--- config.mk ---
export PLATFORM = sky130hd
export DESIGN_NAME = pci_status_class_regs
export DESIGN_NICKNAME = d
export VERILOG_FILES = /design/src/rtl/pci_status_class_pkg.sv /design/src/rtl/pin_sync_if.sv /design/src/rtl/pin_sync.sv /design/src/rtl/pci_status_class_regs.sv
export SDC_FILE = /design/constraint.sdc
export NUM_CORES = 1
export LEC_CHECK = 0
export BUFFER_PORTS_ARGS = -buffer_cell sky130_fd_sc_hd__buf_4
export CAP_MARGIN = 20
export CORE_MARGIN = 2
export CORE_UTILIZATION = 41
export CTS_BUF_LIST = sky130_fd_sc_hd__clkbuf_4
export DETAILED_ROUTE_END_ITERATION = 12
export PLACE_DENSITY = 0.86
export SYNTH_ARGS = -nofsm -noshare
export SYNTH_HDL_FRONTEND = slang
export SYNTH_SLANG_ARGS = --single-unit
export TNS_END_PERCENT = 50
--- constraint.sdc ---
create_clock -name clk_sys_i -period 1.8 [get_ports clk_sys_i]
set_clock_uncertainty 0.1 [all_clocks]
set_input_delay 0.36 -clock clk_sys_i [delete_from_list [all_inputs] [get_ports clk_sys_i]]
set_output_delay 0.36 -clock clk_sys_i [all_outputs]
set_load 0.01 [all_outputs]
--- src/rtl/pci_status_class_pkg.sv ---
// Constants and types of the configuration status and class registers
`default_nettype none
package pci_status_class_pkg;
	// Configuration space layout
	localparam int          CFG_ADDR_W        = 8;
	localparam int          CFG_DATA_W        = 32;
	localparam logic [7:0]  OFF_CMD_STATUS    = 8'h04;
	localparam logic [7:0]  OFF_BUS_STATUS    = 8'h06;
	localparam logic [7:0]  OFF_REV_CLASS     = 8'h08;
	localparam logic [1:0]  DWORD_ALIGN_MASK  = 2'h3;
	// Status field positions
	localparam int          STS_INT           = 3;
	localparam int          STS_CAP_LIST      = 4;
	localparam int          STS_66MHZ         = 5;
	localparam int          STS_RSVD6         = 6;
	localparam int          STS_FAST_B2B      = 7;
	localparam int          STS_MST_DPE       = 8;
	localparam int          STS_DEVSEL_LO     = 9;
	localparam int          STS_DEVSEL_HI     = 10;
	localparam int          STS_SIG_TABORT    = 11;
	localparam int          STS_RCV_TABORT    = 12;
	localparam int          STS_RCV_MABORT    = 13;
	localparam int          STS_SIG_SERR      = 14;
	localparam int          STS_DET_PAR       = 15;
	// Status reset and fixed values
	localparam logic [2:0]  STS_RSVD_LOW      = 3'h0;
	localparam logic        STS_CAP_LIST_VAL  = 1'h1;
	localparam logic        STS_66MHZ_VAL     = 1'h1;
	localparam logic        STS_FAST_B2B_VAL  = 1'h1;
	localparam logic [1:0]  DEVSEL_MEDIUM     = 2'h1;
	// Class code fields
	localparam logic [7:0]  PROG_IF_EHCI      = 8'h20;
	localparam logic [7:0]  SUBCLASS_USB      = 8'h03;
	localparam logic [7:0]  BASE_CLASS_SERIAL = 8'h0C;
	// Medium decode: answer two clocks after the request
	localparam int          ANSWER_CYCLES     = 2;
	// Configuration access sequencer
	typedef enum logic [1:0] {
		CFG_IDLE,
		CFG_DECODE,
		CFG_ANSWER
	} cfg_state_t;
endpackage
`default_nettype wire

--- src/rtl/pin_sync_if.sv ---
// Carrier between the pin synchroniser and the register bank
`default_nettype none
interface pin_sync_if #(
	parameter int WIDTH = 1
);
	logic [WIDTH-1:0] raw;
	logic [WIDTH-1:0] synced;
	modport bank (output raw, input synced);
	modport sync (input raw, output synced);
endinterface
`default_nettype wire

--- src/rtl/pin_sync.sv ---
// Two-stage synchroniser for asynchronous pin inputs
`default_nettype none
module pin_sync #(
	parameter int              WIDTH    = 1,
	parameter logic [WIDTH-1:0] IDLE_VAL = '1
) (
	// Clock and reset
	input  wire logic clk_sys_i,
	input  wire logic rst_i,
	// Pins
	pin_sync_if.sync  pins
);
	typedef struct packed {
		logic [WIDTH-1:0] meta;
		logic [WIDTH-1:0] stable;
	} sync_state_t;

	sync_state_t state_ff;
	sync_state_t nxt_state;

	if (WIDTH < 1) begin : g_chk
		$error("pin_sync: WIDTH must be at least 1");
	end

	always_comb begin
		nxt_state        = state_ff;
		nxt_state.meta   = pins.raw;
		nxt_state.stable = state_ff.meta;
	end

	always_ff @(posedge clk_sys_i or posedge rst_i) begin
		if (rst_i) begin
			state_ff <= '{meta: IDLE_VAL, stable: IDLE_VAL};
		end else begin
			state_ff <= nxt_state;
		end
	end

	assign pins.synced = state_ff.stable;
endmodule
`default_nettype wire

--- src/rtl/pci_status_class_regs.sv ---
// Status and revision/class registers of the host controller function
//
// Function
// - Status bit 3 mirrors pending interrupt, resets 0
// - INTx# active only if status set, not disabled
// - Interrupt disable blocks pin, not status bit
// - Status bit 5 fixed one, 66 MHz capable
// - Status bit 7 fixed one, fast back-to-back
// - Bit 8 set: master, PERR#, parity response
// - Bits 10:9 read 01, answer with medium timing
// - Bit 11 set when target abort signalled
// - Bit 12 set when master receives target abort
// - Bit 13 on master abort, never special cycles
// - Bit 14 set whenever SERR# is asserted
// - Bit 15 set on any parity error
// - Revision in bits 7:0 at offset 08h
// - Programming interface bits 15:8 read 20h
// - Subclass bits 23:16 read 03h
// - Base class bits 31:24 read 0Ch
// - Command bit 10 suppresses INTx#
// - Command bit 6 off: no PERR#, flag only
// - SERR# needs command bits 8 and 6
`default_nettype none
module pci_status_class_regs #(
	parameter int         ADDR_W = pci_status_class_pkg::CFG_ADDR_W,
	// Revision value is arbitrary
	parameter logic [7:0] REV_ID = 8'h5A
) (
	// Clock and reset
	input  wire logic              clk_sys_i,
	input  wire logic              rst_i,
	// Configuration access
	input  wire logic              cfg_req_i,
	input  wire logic              cfg_we_i,
	input  wire logic [ADDR_W-1:0] cfg_addr_i,
	input  wire logic [31:0]       cfg_wdata_i,
	input  wire logic [3:0]        cfg_be_i,
	output var  logic              cfg_ack_o,
	output var  logic [31:0]       cfg_rdata_o,
	// Command register controls
	input  wire logic              cmd_parity_resp_i,
	input  wire logic              cmd_serr_en_i,
	input  wire logic              cmd_int_disable_i,
	// Internal interrupt condition
	input  wire logic              int_cond_i,
	// Bus events
	input  wire logic              mst_active_i,
	input  wire logic              mst_read_i,
	input  wire logic              mst_special_cycle_i,
	input  wire logic              data_parity_err_i,
	input  wire logic              addr_parity_err_i,
	input  wire logic              tgt_abort_sent_i,
	input  wire logic              mst_tgt_abort_i,
	input  wire logic              mst_master_abort_i,
	// Parity error pin
	input  wire logic              perr_n_i,
	output var  logic              perr_n_o,
	output var  logic              perr_oe_n_o,
	// System error pin
	output var  logic              serr_n_o,
	output var  logic              serr_oe_n_o,
	// Interrupt pin
	output var  logic              intx_n_o,
	output var  logic              intx_oe_n_o
);
	typedef struct packed {
		pci_status_class_pkg::cfg_state_t state;
		logic [ADDR_W-1:0]                addr;
		logic                             ack;
		logic [31:0]                      rdata;
		logic                             int_sts;
		logic                             intx_drive;
		logic                             perr_drive;
		logic                             serr_drive;
		logic                             mst_dpe;
		logic                             sig_tabort;
		logic                             rcv_tabort;
		logic                             rcv_mabort;
		logic                             sig_serr;
		logic                             det_par;
	} bank_state_t;

	bank_state_t state_ff;
	bank_state_t nxt_state;
	logic        perr_seen;
	logic        mst_dpe_evt;
	logic        serr_evt;
	logic [15:0] sts_word;
	logic [31:0] class_word;
	logic [31:0] rd_word;

	if (ADDR_W < pci_status_class_pkg::CFG_ADDR_W) begin : g_chk
		$error("pci_status_class_regs: ADDR_W too small");
	end

	// PERR# from the bus passes the synchroniser first
	pin_sync_if #(.WIDTH(1)) perr_pin ();
	assign perr_pin.raw = perr_n_i;

	pin_sync #(
		.WIDTH    (1),
		.IDLE_VAL (1'h1)
	) u_perr_sync (
		.clk_sys_i (clk_sys_i),
		.rst_i     (rst_i),
		.pins      (perr_pin)
	);

	assign perr_seen = ~perr_pin.synced[0];

	// Master parity error: own PERR# on reads, seen PERR# on writes
	assign mst_dpe_evt = mst_active_i & cmd_parity_resp_i
		& ((mst_read_i & data_parity_err_i)
		| (~mst_read_i & perr_seen));
	// Address parity error reported only when both enables are set
	assign serr_evt = addr_parity_err_i & cmd_serr_en_i
		& cmd_parity_resp_i;

	// Status word assembly
	always_comb begin
		sts_word = 16'h0000;
		sts_word[2:0] = pci_status_class_pkg::STS_RSVD_LOW;
		sts_word[pci_status_class_pkg::STS_INT] = state_ff.int_sts;
		sts_word[pci_status_class_pkg::STS_CAP_LIST] =
			pci_status_class_pkg::STS_CAP_LIST_VAL;
		sts_word[pci_status_class_pkg::STS_66MHZ] =
			pci_status_class_pkg::STS_66MHZ_VAL;
		sts_word[pci_status_class_pkg::STS_RSVD6] = 1'h0;
		sts_word[pci_status_class_pkg::STS_FAST_B2B] =
			pci_status_class_pkg::STS_FAST_B2B_VAL;
		sts_word[pci_status_class_pkg::STS_MST_DPE] = state_ff.mst_dpe;
		sts_word[pci_status_class_pkg::STS_DEVSEL_HI:
			pci_status_class_pkg::STS_DEVSEL_LO] =
			pci_status_class_pkg::DEVSEL_MEDIUM;
		sts_word[pci_status_class_pkg::STS_SIG_TABORT] =
			state_ff.sig_tabort;
		sts_word[pci_status_class_pkg::STS_RCV_TABORT] =
			state_ff.rcv_tabort;
		sts_word[pci_status_class_pkg::STS_RCV_MABORT] =
			state_ff.rcv_mabort;
		sts_word[pci_status_class_pkg::STS_SIG_SERR] = state_ff.sig_serr;
		sts_word[pci_status_class_pkg::STS_DET_PAR] = state_ff.det_par;
	end

	// Revision and class code, all constant
	assign class_word = {
		pci_status_class_pkg::BASE_CLASS_SERIAL,
		pci_status_class_pkg::SUBCLASS_USB,
		pci_status_class_pkg::PROG_IF_EHCI,
		REV_ID
	};

	// Read mux on the dword address; command half is held elsewhere
	always_comb begin
		rd_word = 32'h0000_0000;
		if (state_ff.addr[7:0] == pci_status_class_pkg::OFF_CMD_STATUS) begin
			rd_word[31:16] = sts_word;
		end else if (state_ff.addr[7:0] ==
			pci_status_class_pkg::OFF_REV_CLASS) begin
			rd_word = class_word;
		end
	end

	always_comb begin
		nxt_state = state_ff;
		nxt_state.ack = 1'h0;
		// Interrupt status follows the condition regardless of disable
		nxt_state.int_sts = int_cond_i;
		nxt_state.intx_drive = int_cond_i & ~cmd_int_disable_i;
		// PERR# driven only as master on a read with response enabled
		nxt_state.perr_drive = mst_active_i & mst_read_i
			& data_parity_err_i & cmd_parity_resp_i;
		nxt_state.serr_drive = serr_evt;
		// Sticky event flags
		if (mst_dpe_evt) begin
			nxt_state.mst_dpe = 1'h1;
		end
		if (tgt_abort_sent_i) begin
			nxt_state.sig_tabort = 1'h1;
		end
		if (mst_tgt_abort_i) begin
			nxt_state.rcv_tabort = 1'h1;
		end
		if (mst_master_abort_i & ~mst_special_cycle_i) begin
			nxt_state.rcv_mabort = 1'h1;
		end
		if (serr_evt) begin
			nxt_state.sig_serr = 1'h1;
		end
		if (data_parity_err_i | addr_parity_err_i) begin
			nxt_state.det_par = 1'h1;
		end
		// Configuration access with medium decode timing
		case (state_ff.state)
			pci_status_class_pkg::CFG_IDLE: begin
				if (cfg_req_i) begin
					nxt_state.addr = cfg_addr_i &
						~ADDR_W'(pci_status_class_pkg::DWORD_ALIGN_MASK);
					nxt_state.state = pci_status_class_pkg::CFG_DECODE;
				end
			end
			pci_status_class_pkg::CFG_DECODE: begin
				nxt_state.state = pci_status_class_pkg::CFG_ANSWER;
				nxt_state.ack = 1'h1;
				nxt_state.rdata = rd_word;
			end
			pci_status_class_pkg::CFG_ANSWER: begin
				nxt_state.state = pci_status_class_pkg::CFG_IDLE;
			end
			default: begin
				nxt_state.state = pci_status_class_pkg::CFG_IDLE;
			end
		endcase
	end

	// Writes are acknowledged but never alter these registers
	logic unused_wr;
	assign unused_wr = ^{cfg_we_i, cfg_wdata_i, cfg_be_i};

	always_ff @(posedge clk_sys_i or posedge rst_i) begin
		if (rst_i) begin
			state_ff <= '{
				state:      pci_status_class_pkg::CFG_IDLE,
				addr:       '0,
				rdata:      32'h0000_0000,
				default:    1'h0
			};
		end else begin
			state_ff <= nxt_state;
		end
	end

	// Outputs straight from the state; pin data lines tied low
	assign cfg_ack_o   = state_ff.ack;
	assign cfg_rdata_o = state_ff.rdata;
	assign perr_n_o    = 1'h0;
	assign perr_oe_n_o = ~state_ff.perr_drive;
	assign serr_n_o    = 1'h0;
	assign serr_oe_n_o = ~state_ff.serr_drive;
	assign intx_n_o    = 1'h0;
	assign intx_oe_n_o = ~state_ff.intx_drive;

	// Checks
	property p_int_follow;
		@(posedge clk_sys_i) disable iff (rst_i)
		sts_word[pci_status_class_pkg::STS_INT] == $past(int_cond_i);
	endproperty
	a_int_follow: assert property (p_int_follow)
		else $error("interrupt status does not follow condition");

	property p_intx_gate;
		@(posedge clk_sys_i) disable iff (rst_i)
		!intx_oe_n_o == (sts_word[pci_status_class_pkg::STS_INT]
			&& !$past(cmd_int_disable_i));
	endproperty
	a_intx_gate: assert property (p_intx_gate)
		else $error("INTx drive not gated by status and disable");

	property p_disable_keeps_sts;
		@(posedge clk_sys_i) disable iff (rst_i)
		(cmd_int_disable_i && int_cond_i) |=>
			sts_word[pci_status_class_pkg::STS_INT] && intx_oe_n_o;
	endproperty
	a_disable_keeps_sts: assert property (p_disable_keeps_sts)
		else $error("interrupt disable altered status or pin");

	property p_fixed_bits;
		@(posedge clk_sys_i) disable iff (rst_i)
		sts_word[7:0] ==? 8'b1011?000;
	endproperty
	a_fixed_bits: assert property (p_fixed_bits)
		else $error("fixed or reserved status bits wrong");

	property p_mst_dpe_cause;
		@(posedge clk_sys_i) disable iff (rst_i)
		$rose(sts_word[pci_status_class_pkg::STS_MST_DPE]) |->
			$past(cmd_parity_resp_i) && $past(mst_active_i);
	endproperty
	a_mst_dpe_cause: assert property (p_mst_dpe_cause)
		else $error("master parity flag set without its causes");

	property p_answer_medium;
		@(posedge clk_sys_i) disable iff (rst_i)
		(cfg_req_i && state_ff.state == pci_status_class_pkg::CFG_IDLE)
			|-> !cfg_ack_o ##1 !cfg_ack_o ##1 cfg_ack_o ##1 !cfg_ack_o;
	endproperty
	a_answer_medium: assert property (p_answer_medium)
		else $error("configuration answer not two cycles later");

	property p_aborts;
		@(posedge clk_sys_i) disable iff (rst_i)
		(tgt_abort_sent_i || mst_tgt_abort_i) |=>
			(sts_word[pci_status_class_pkg::STS_SIG_TABORT]
			|| sts_word[pci_status_class_pkg::STS_RCV_TABORT]);
	endproperty
	a_aborts: assert property (p_aborts)
		else $error("abort event did not set its flag");

	property p_rcv_tabort;
		@(posedge clk_sys_i) disable iff (rst_i)
		mst_tgt_abort_i |=>
			sts_word[pci_status_class_pkg::STS_RCV_TABORT];
	endproperty
	a_rcv_tabort: assert property (p_rcv_tabort)
		else $error("received target abort flag not set");

	property p_intx_disabled;
		@(posedge clk_sys_i) disable iff (rst_i)
		$past(cmd_int_disable_i) |-> intx_oe_n_o;
	endproperty
	a_intx_disabled: assert property (p_intx_disabled)
		else $error("INTx driven while interrupts disabled");

	property p_perr_drive;
		@(posedge clk_sys_i) disable iff (rst_i)
		!perr_oe_n_o |-> $past(cmd_parity_resp_i)
			&& $past(mst_active_i && mst_read_i && data_parity_err_i);
	endproperty
	a_perr_drive: assert property (p_perr_drive)
		else $error("PERR driven without master read parity error");

	property p_det_par_addr;
		@(posedge clk_sys_i) disable iff (rst_i)
		addr_parity_err_i |=>
			sts_word[pci_status_class_pkg::STS_DET_PAR];
	endproperty
	a_det_par_addr: assert property (p_det_par_addr)
		else $error("address parity error not flagged");

	property p_special_cycle;
		@(posedge clk_sys_i) disable iff (rst_i)
		(mst_special_cycle_i
			&& !sts_word[pci_status_class_pkg::STS_RCV_MABORT])
			|=> $stable(sts_word[pci_status_class_pkg::STS_RCV_MABORT]);
	endproperty
	a_special_cycle: assert property (p_special_cycle)
		else $error("special cycle set master abort flag");

	property p_serr_flag;
		@(posedge clk_sys_i) disable iff (rst_i)
		!serr_oe_n_o |-> sts_word[pci_status_class_pkg::STS_SIG_SERR]
			&& $past(cmd_serr_en_i) && $past(cmd_parity_resp_i);
	endproperty
	a_serr_flag: assert property (p_serr_flag)
		else $error("SERR asserted without flag or enables");

	property p_det_par;
		@(posedge clk_sys_i) disable iff (rst_i)
		(data_parity_err_i && !cmd_parity_resp_i) |=>
			sts_word[pci_status_class_pkg::STS_DET_PAR] && perr_oe_n_o;
	endproperty
	a_det_par: assert property (p_det_par)
		else $error("parity error flag or PERR response wrong");

	property p_class_read;
		@(posedge clk_sys_i) disable iff (rst_i)
		(cfg_ack_o
			&& state_ff.addr[7:0] == pci_status_class_pkg::OFF_REV_CLASS)
			|-> cfg_rdata_o == {8'h0C, 8'h03, 8'h20, REV_ID};
	endproperty
	a_class_read: assert property (p_class_read)
		else $error("revision and class word wrong");
endmodule
`default_nettype wire

; Word-level counts from Yosys, hierarchy flattened
; Cells that the tools add are included.
; Widths: inputs -> output; s select.
[totals]
regBits = 53
out_inout_bits = 39
[op_classes]
eq_ne = 4
n_mux = 6
n_bitwise = 20
reduce_logical = 2
[op_table]
columns = op, n
row1 = $mux 33, 1
row2 = $mux 16, 2
row3 = $mux 28, 1
row4 = $and 1x1->1, 11
row5 = $mux 10, 1
row6 = $not 1->1, 7
row7 = $eq 6x1->1 const B, 1
row8 = $eq 6x2->1 const B, 1
row9 = $pmux 2 s2, 1
row10 = $eq 2x1->1 const B, 1
row11 = $logic_not 2->1, 1
row12 = $ne 2x2->1 const B, 1
row13 = $or 1x1->1, 2
row14 = $reduce_and 2->1, 1

; Logic depth before layout (Yosys ltp)
[depth]
word_depth = 4
ltp_mapped = 4

; Cells and area by module
; From an unflattened synthesis, not the netlist that was laid out.
[hier_totals]
hier_cells = 112
hier_area_um2 = 1352.5
[by_module_without_submodules]
columns = mod, n_inst, cells_per_inst, area_per_inst_um2
row1 = pci_status_class_regs, 1, 109, 1296.2
row2 = pin_sync, 1, 3, 56.3

; Worst setup path before layout
; No wires, ideal clock.
[synth_timing]
path_kind = flip-flop to flip-flop
startpoint = reg state_ff[48] (netlist bit)
endpoint = reg state_ff (netlist bit cfg_rdata_o[19])
setup_ns = 0.067
arrival_ns = 1.337
t_required_ns = 1.633
setup_slack_ns = 0.296
path_stages_with_launch = 4
path_buffers = 0
cell_sequence = dfrtp_1 > or4_4 > nor4_4 > a22o_1
[synth_via]
elab_chain_cells = 2
[synth_lines]
columns = item, line_no
row1 = from (decl), pci_status_class_regs.sv:83  ; bank_state_t state_ff;
row2 = from (signal assigned), pci_status_class_regs.sv:222  ; state_ff <= '{
row3 = from (signal assigned), pci_status_class_regs.sv:229  ; state_ff <= nxt_state;
row4 = $eq 6x1->1, pci_status_class_regs.sv:156  ; if (state_ff.addr[7:0] == pci_status_class_pkg::OFF_CMD_STATUS) begin
row5 = $mux 16, pci_status_class_regs.sv:156
; No other way between the ends.
; A chain may end at the register's enable or synchronous reset.

; Worst setup path in the final report
[layout_timing]
startpoint = reg state_ff[48] (netlist bit)
endpoint = reg state_ff (netlist bit cfg_rdata_o[28])
; Same word-level chain as after synthesis.

==> results.toml <==
[synth]
ys_seq_area_share_pct = 55.8
synth-simple-area-share_pct = 9.00
synth_area_mm2 = 0.00135
syn-instance-count = 111
ys_ff_latch = 30
syn_area_per_cell_um2 = 12.2
synth_compound_area_share_pct = 8.16
synth-adder-area-share_pct = 0
synth_mux_area_share_pct = 4.17
yosysWarningCount = 0
ys_types = 25
synth_top_family_by_area = "buffers and inverters"
synth-xor-area-share_pct = 0

[sta]
slew_headroom_pct = 66.5
layout_min_cycle_time_ps = 1690
worst_pin_slew_ps = 500
hold_violations = 0
layout_setup_ws_ps = 105
fin_crit_sh_pct = 94.1
final_max_slew_viol_count = 0
fin_tns_setup_ps = 0
fmax_mhz = 590
final-setup-viol-count = 0
rsz0062_at_grt = "no"

[finish]
design_area_mm2 = 0.00160
areaGrowthSynthToFinish_pct = 18.8
fin_nets = 206
fillCellCount = 287
fin_util_pct = 51.7
num_antenna_cells = 0
drive_above_1_share_pct = 47.3

[global_route]
grt_pass1_vias = 822
grt_use_total_pct = 13.1
grt_pass1_wl_mm = 3.53
gr-total-overflow = 0
antenna_found_initial = 0
grt_start_max_net_pins = 31

[route]
dr_total_vias = 818
routed_wirelength_mm = 2.17
drc_errors = 0
avgRoutedWirePerCell_um = 11.4
top_layer = "met4"
postRouteAntennaNets = 0
first_pass_iters = 2
route.met3.wl_um = 217
drt-met1-wl_um = 868
via_per_inst = 4.31
drtIter0Drc = 8
met2WireLength_mm = 1.06

[pwr]
vdd_drop_max_uv = 458
p_leak_nw = 0.827
power_mw = 1.40
p_per_area_mw_per_mm2 = 871

[clock_tree]
clock_sink_count = 30
cts_tree = "yes"
clockBufferDepth = 2
cts_buffers = 5
ctsHtreeMaxLevel = 2
clkTransAtPathRegs_ps = 80
clockRootBuffer = "clkbuf_4"
clock_latency_ps = 320

[floorplan]
die_y_um = 61.4
start_util_pct = 43.5
fp.coreArea_mm2 = 0.00310
fp-row-count = 20
io_pins = 100
die_w_um = 61.4
die-area_mm2 = 0.00376

[placed_design]
place_area_mm2 = 0.00153
pre_cts_ws_ps = 114
port-buffer-count = 44
gp_routability_congestion = 0.641
hpwl_mm = 1.65

[worst_setup_path]
required_ps = 1950
crit_fanout = 7
critical_path.startpoint_type = "register"
end_kind = "register"
arrival_ps = 1850
crit_type = "reg2reg"

[outcome]
status = "completed"

[flow_run]
maxCapViolations = 0

[worst_hold_path]
hp-class = "in2reg"
-- Yosys cell counts --
library cell / instances / area [um2]
o21ai_0: 2 / 10.0
a211oi_1: 1 / 7.51
a31o_2: 1 / 8.76
nor2_1: 1 / 3.75
nor2b_1: 1 / 6.26
o31ai_1: 1 / 7.51
inv_1: 8 / 30.0
a22o_1: 6 / 52.6
nand3b_1: 1 / 7.51
buf_6: 1 / 11.3
a21o_2: 1 / 8.76
a21o_1: 2 / 15.0
nand2_1: 4 / 15.0
or2_2: 3 / 18.8
mux2_2: 5 / 56.3
dfstp_2: 2 / 52.6
and3_1: 1 / 6.26
buf_4: 35 / 263
nand2b_1: 2 / 12.5
nor3b_2: 1 / 12.5
conb_1: 1 / 3.75
dfrtp_1: 28 / 701
or3_1: 1 / 6.26
or4_4: 1 / 11.3
nor4_4: 1 / 21.3
-- worst paths after layout --
path	start	end	slack, ps	cells past startpoint
max	state_ff[48]	cfg_rdata_o[28]	110	4
min	perr_n_i	u_perr_sync.nxt_state[0]	50	1
max reg2reg	state_ff[48]	cfg_rdata_o[28]	110	4
min reg2reg	u_perr_sync.nxt_state[0]	u_perr_sync.pins.synced	260	0
max in group asynchronous	rst_i	u_perr_sync.pins.synced	720	4
min in group asynchronous	rst_i	cfg_rdata_o[19]	560	4
-- cell families (layout without fill, tap and decap cells) --
| family | count (synthesis) | in the layout |
|---|---|---|
| buffers and inverters | 44 | 64 |
| DFF | 30 | 30 |
| and+or+nand+nor | 17 | 17 |
| AOI/OAI and AO/OA | 14 | 14 |
| muxes | 5 | 5 |
| other | 1 | 16 |
-- metrics by stage --
stage	std cells	hold slack (ps)
5_1_grt	190	28.4
3_5_place_dp	180	250
3_3_place_gp	180	249
2_1_floorplan	126	245
6_report	190	48.4
4_1_cts	189	30.1
-- area by class of cell --
cell class | instances | area [um2] | share of cell area, %
clock buffers | 6 | 45.0 | 2.81
clock inverters | 2 | 8.76 | 0.546
inverters | 8 | 30.0 | 1.87
multi-input cells | 52 | 348 | 21.7
flip-flops and latches | 30 | 753 | 47.0
well taps | 44 | 55.1 | 3.43
repair buffers | 48 | 363 | 22.6
-- routing by layer --
| layer | vias up | global-route usage, % |
|---|---|---|
| met5 | - | 0 |
| met4 | 0 | 5.47 |
| met3 | 3 | 4.62 |
| met2 | 51 | 22.3 |
| met1 | 386 | 14.9 |
| li1 | 378 | - |
-- worst max-delay path: stages, from the launching register on --
cell     delay (ps)
dfrtp_1         390
or4_4           570
nor4_4          250
buf_4           190
a22o_1          130
-- where the power goes --
part | internal [mW] | switching [mW] | total [mW]
registers | 0.736 | 0.0401 | 0.776
logic | 0.127 | 0.116 | 0.243
clock network | 0.161 | 0.215 | 0.377
-- state kept, by name, indices dropped and copies added (netlist names) --
name and flops:
cfg_ack_o 1, state_ff 18, cfg_rdata_o 9, u_perr_sync.nxt_state 1, u_perr_sync.pins.synced 1
-- what timing repair did --
| item | 4_1_cts | 5_1_grt |
|---|---|---|
| resized for setup | 0 | 0 |
| buffers inserted | 0 | 1 |
| hold endpoints to repair | 2 | 0 |
| setup endpoints to repair | 0 | 3 |
| hold buffers | 1 | 0 |
-- placed cells by master, fill, tap and decap left out, drive strengths merged --
cell         count
nor4             1
conb            16
or3              1
mux2             5
a22o             6
a211oi           1
or4              1
inv              8
nor3b            1
o31ai            1
a21o             3
nor2             1
nand2b           2
clkbuf           6
dfstp            2
or2              3
dlygate4sd3      1
buf             47
clkinv           2
a31o             1
nor2b            1
nand3b           1
dfrtp           28
and3             1
nand2            4
o21ai            2
No activity file was read; power rests on OpenSTA's default activity.
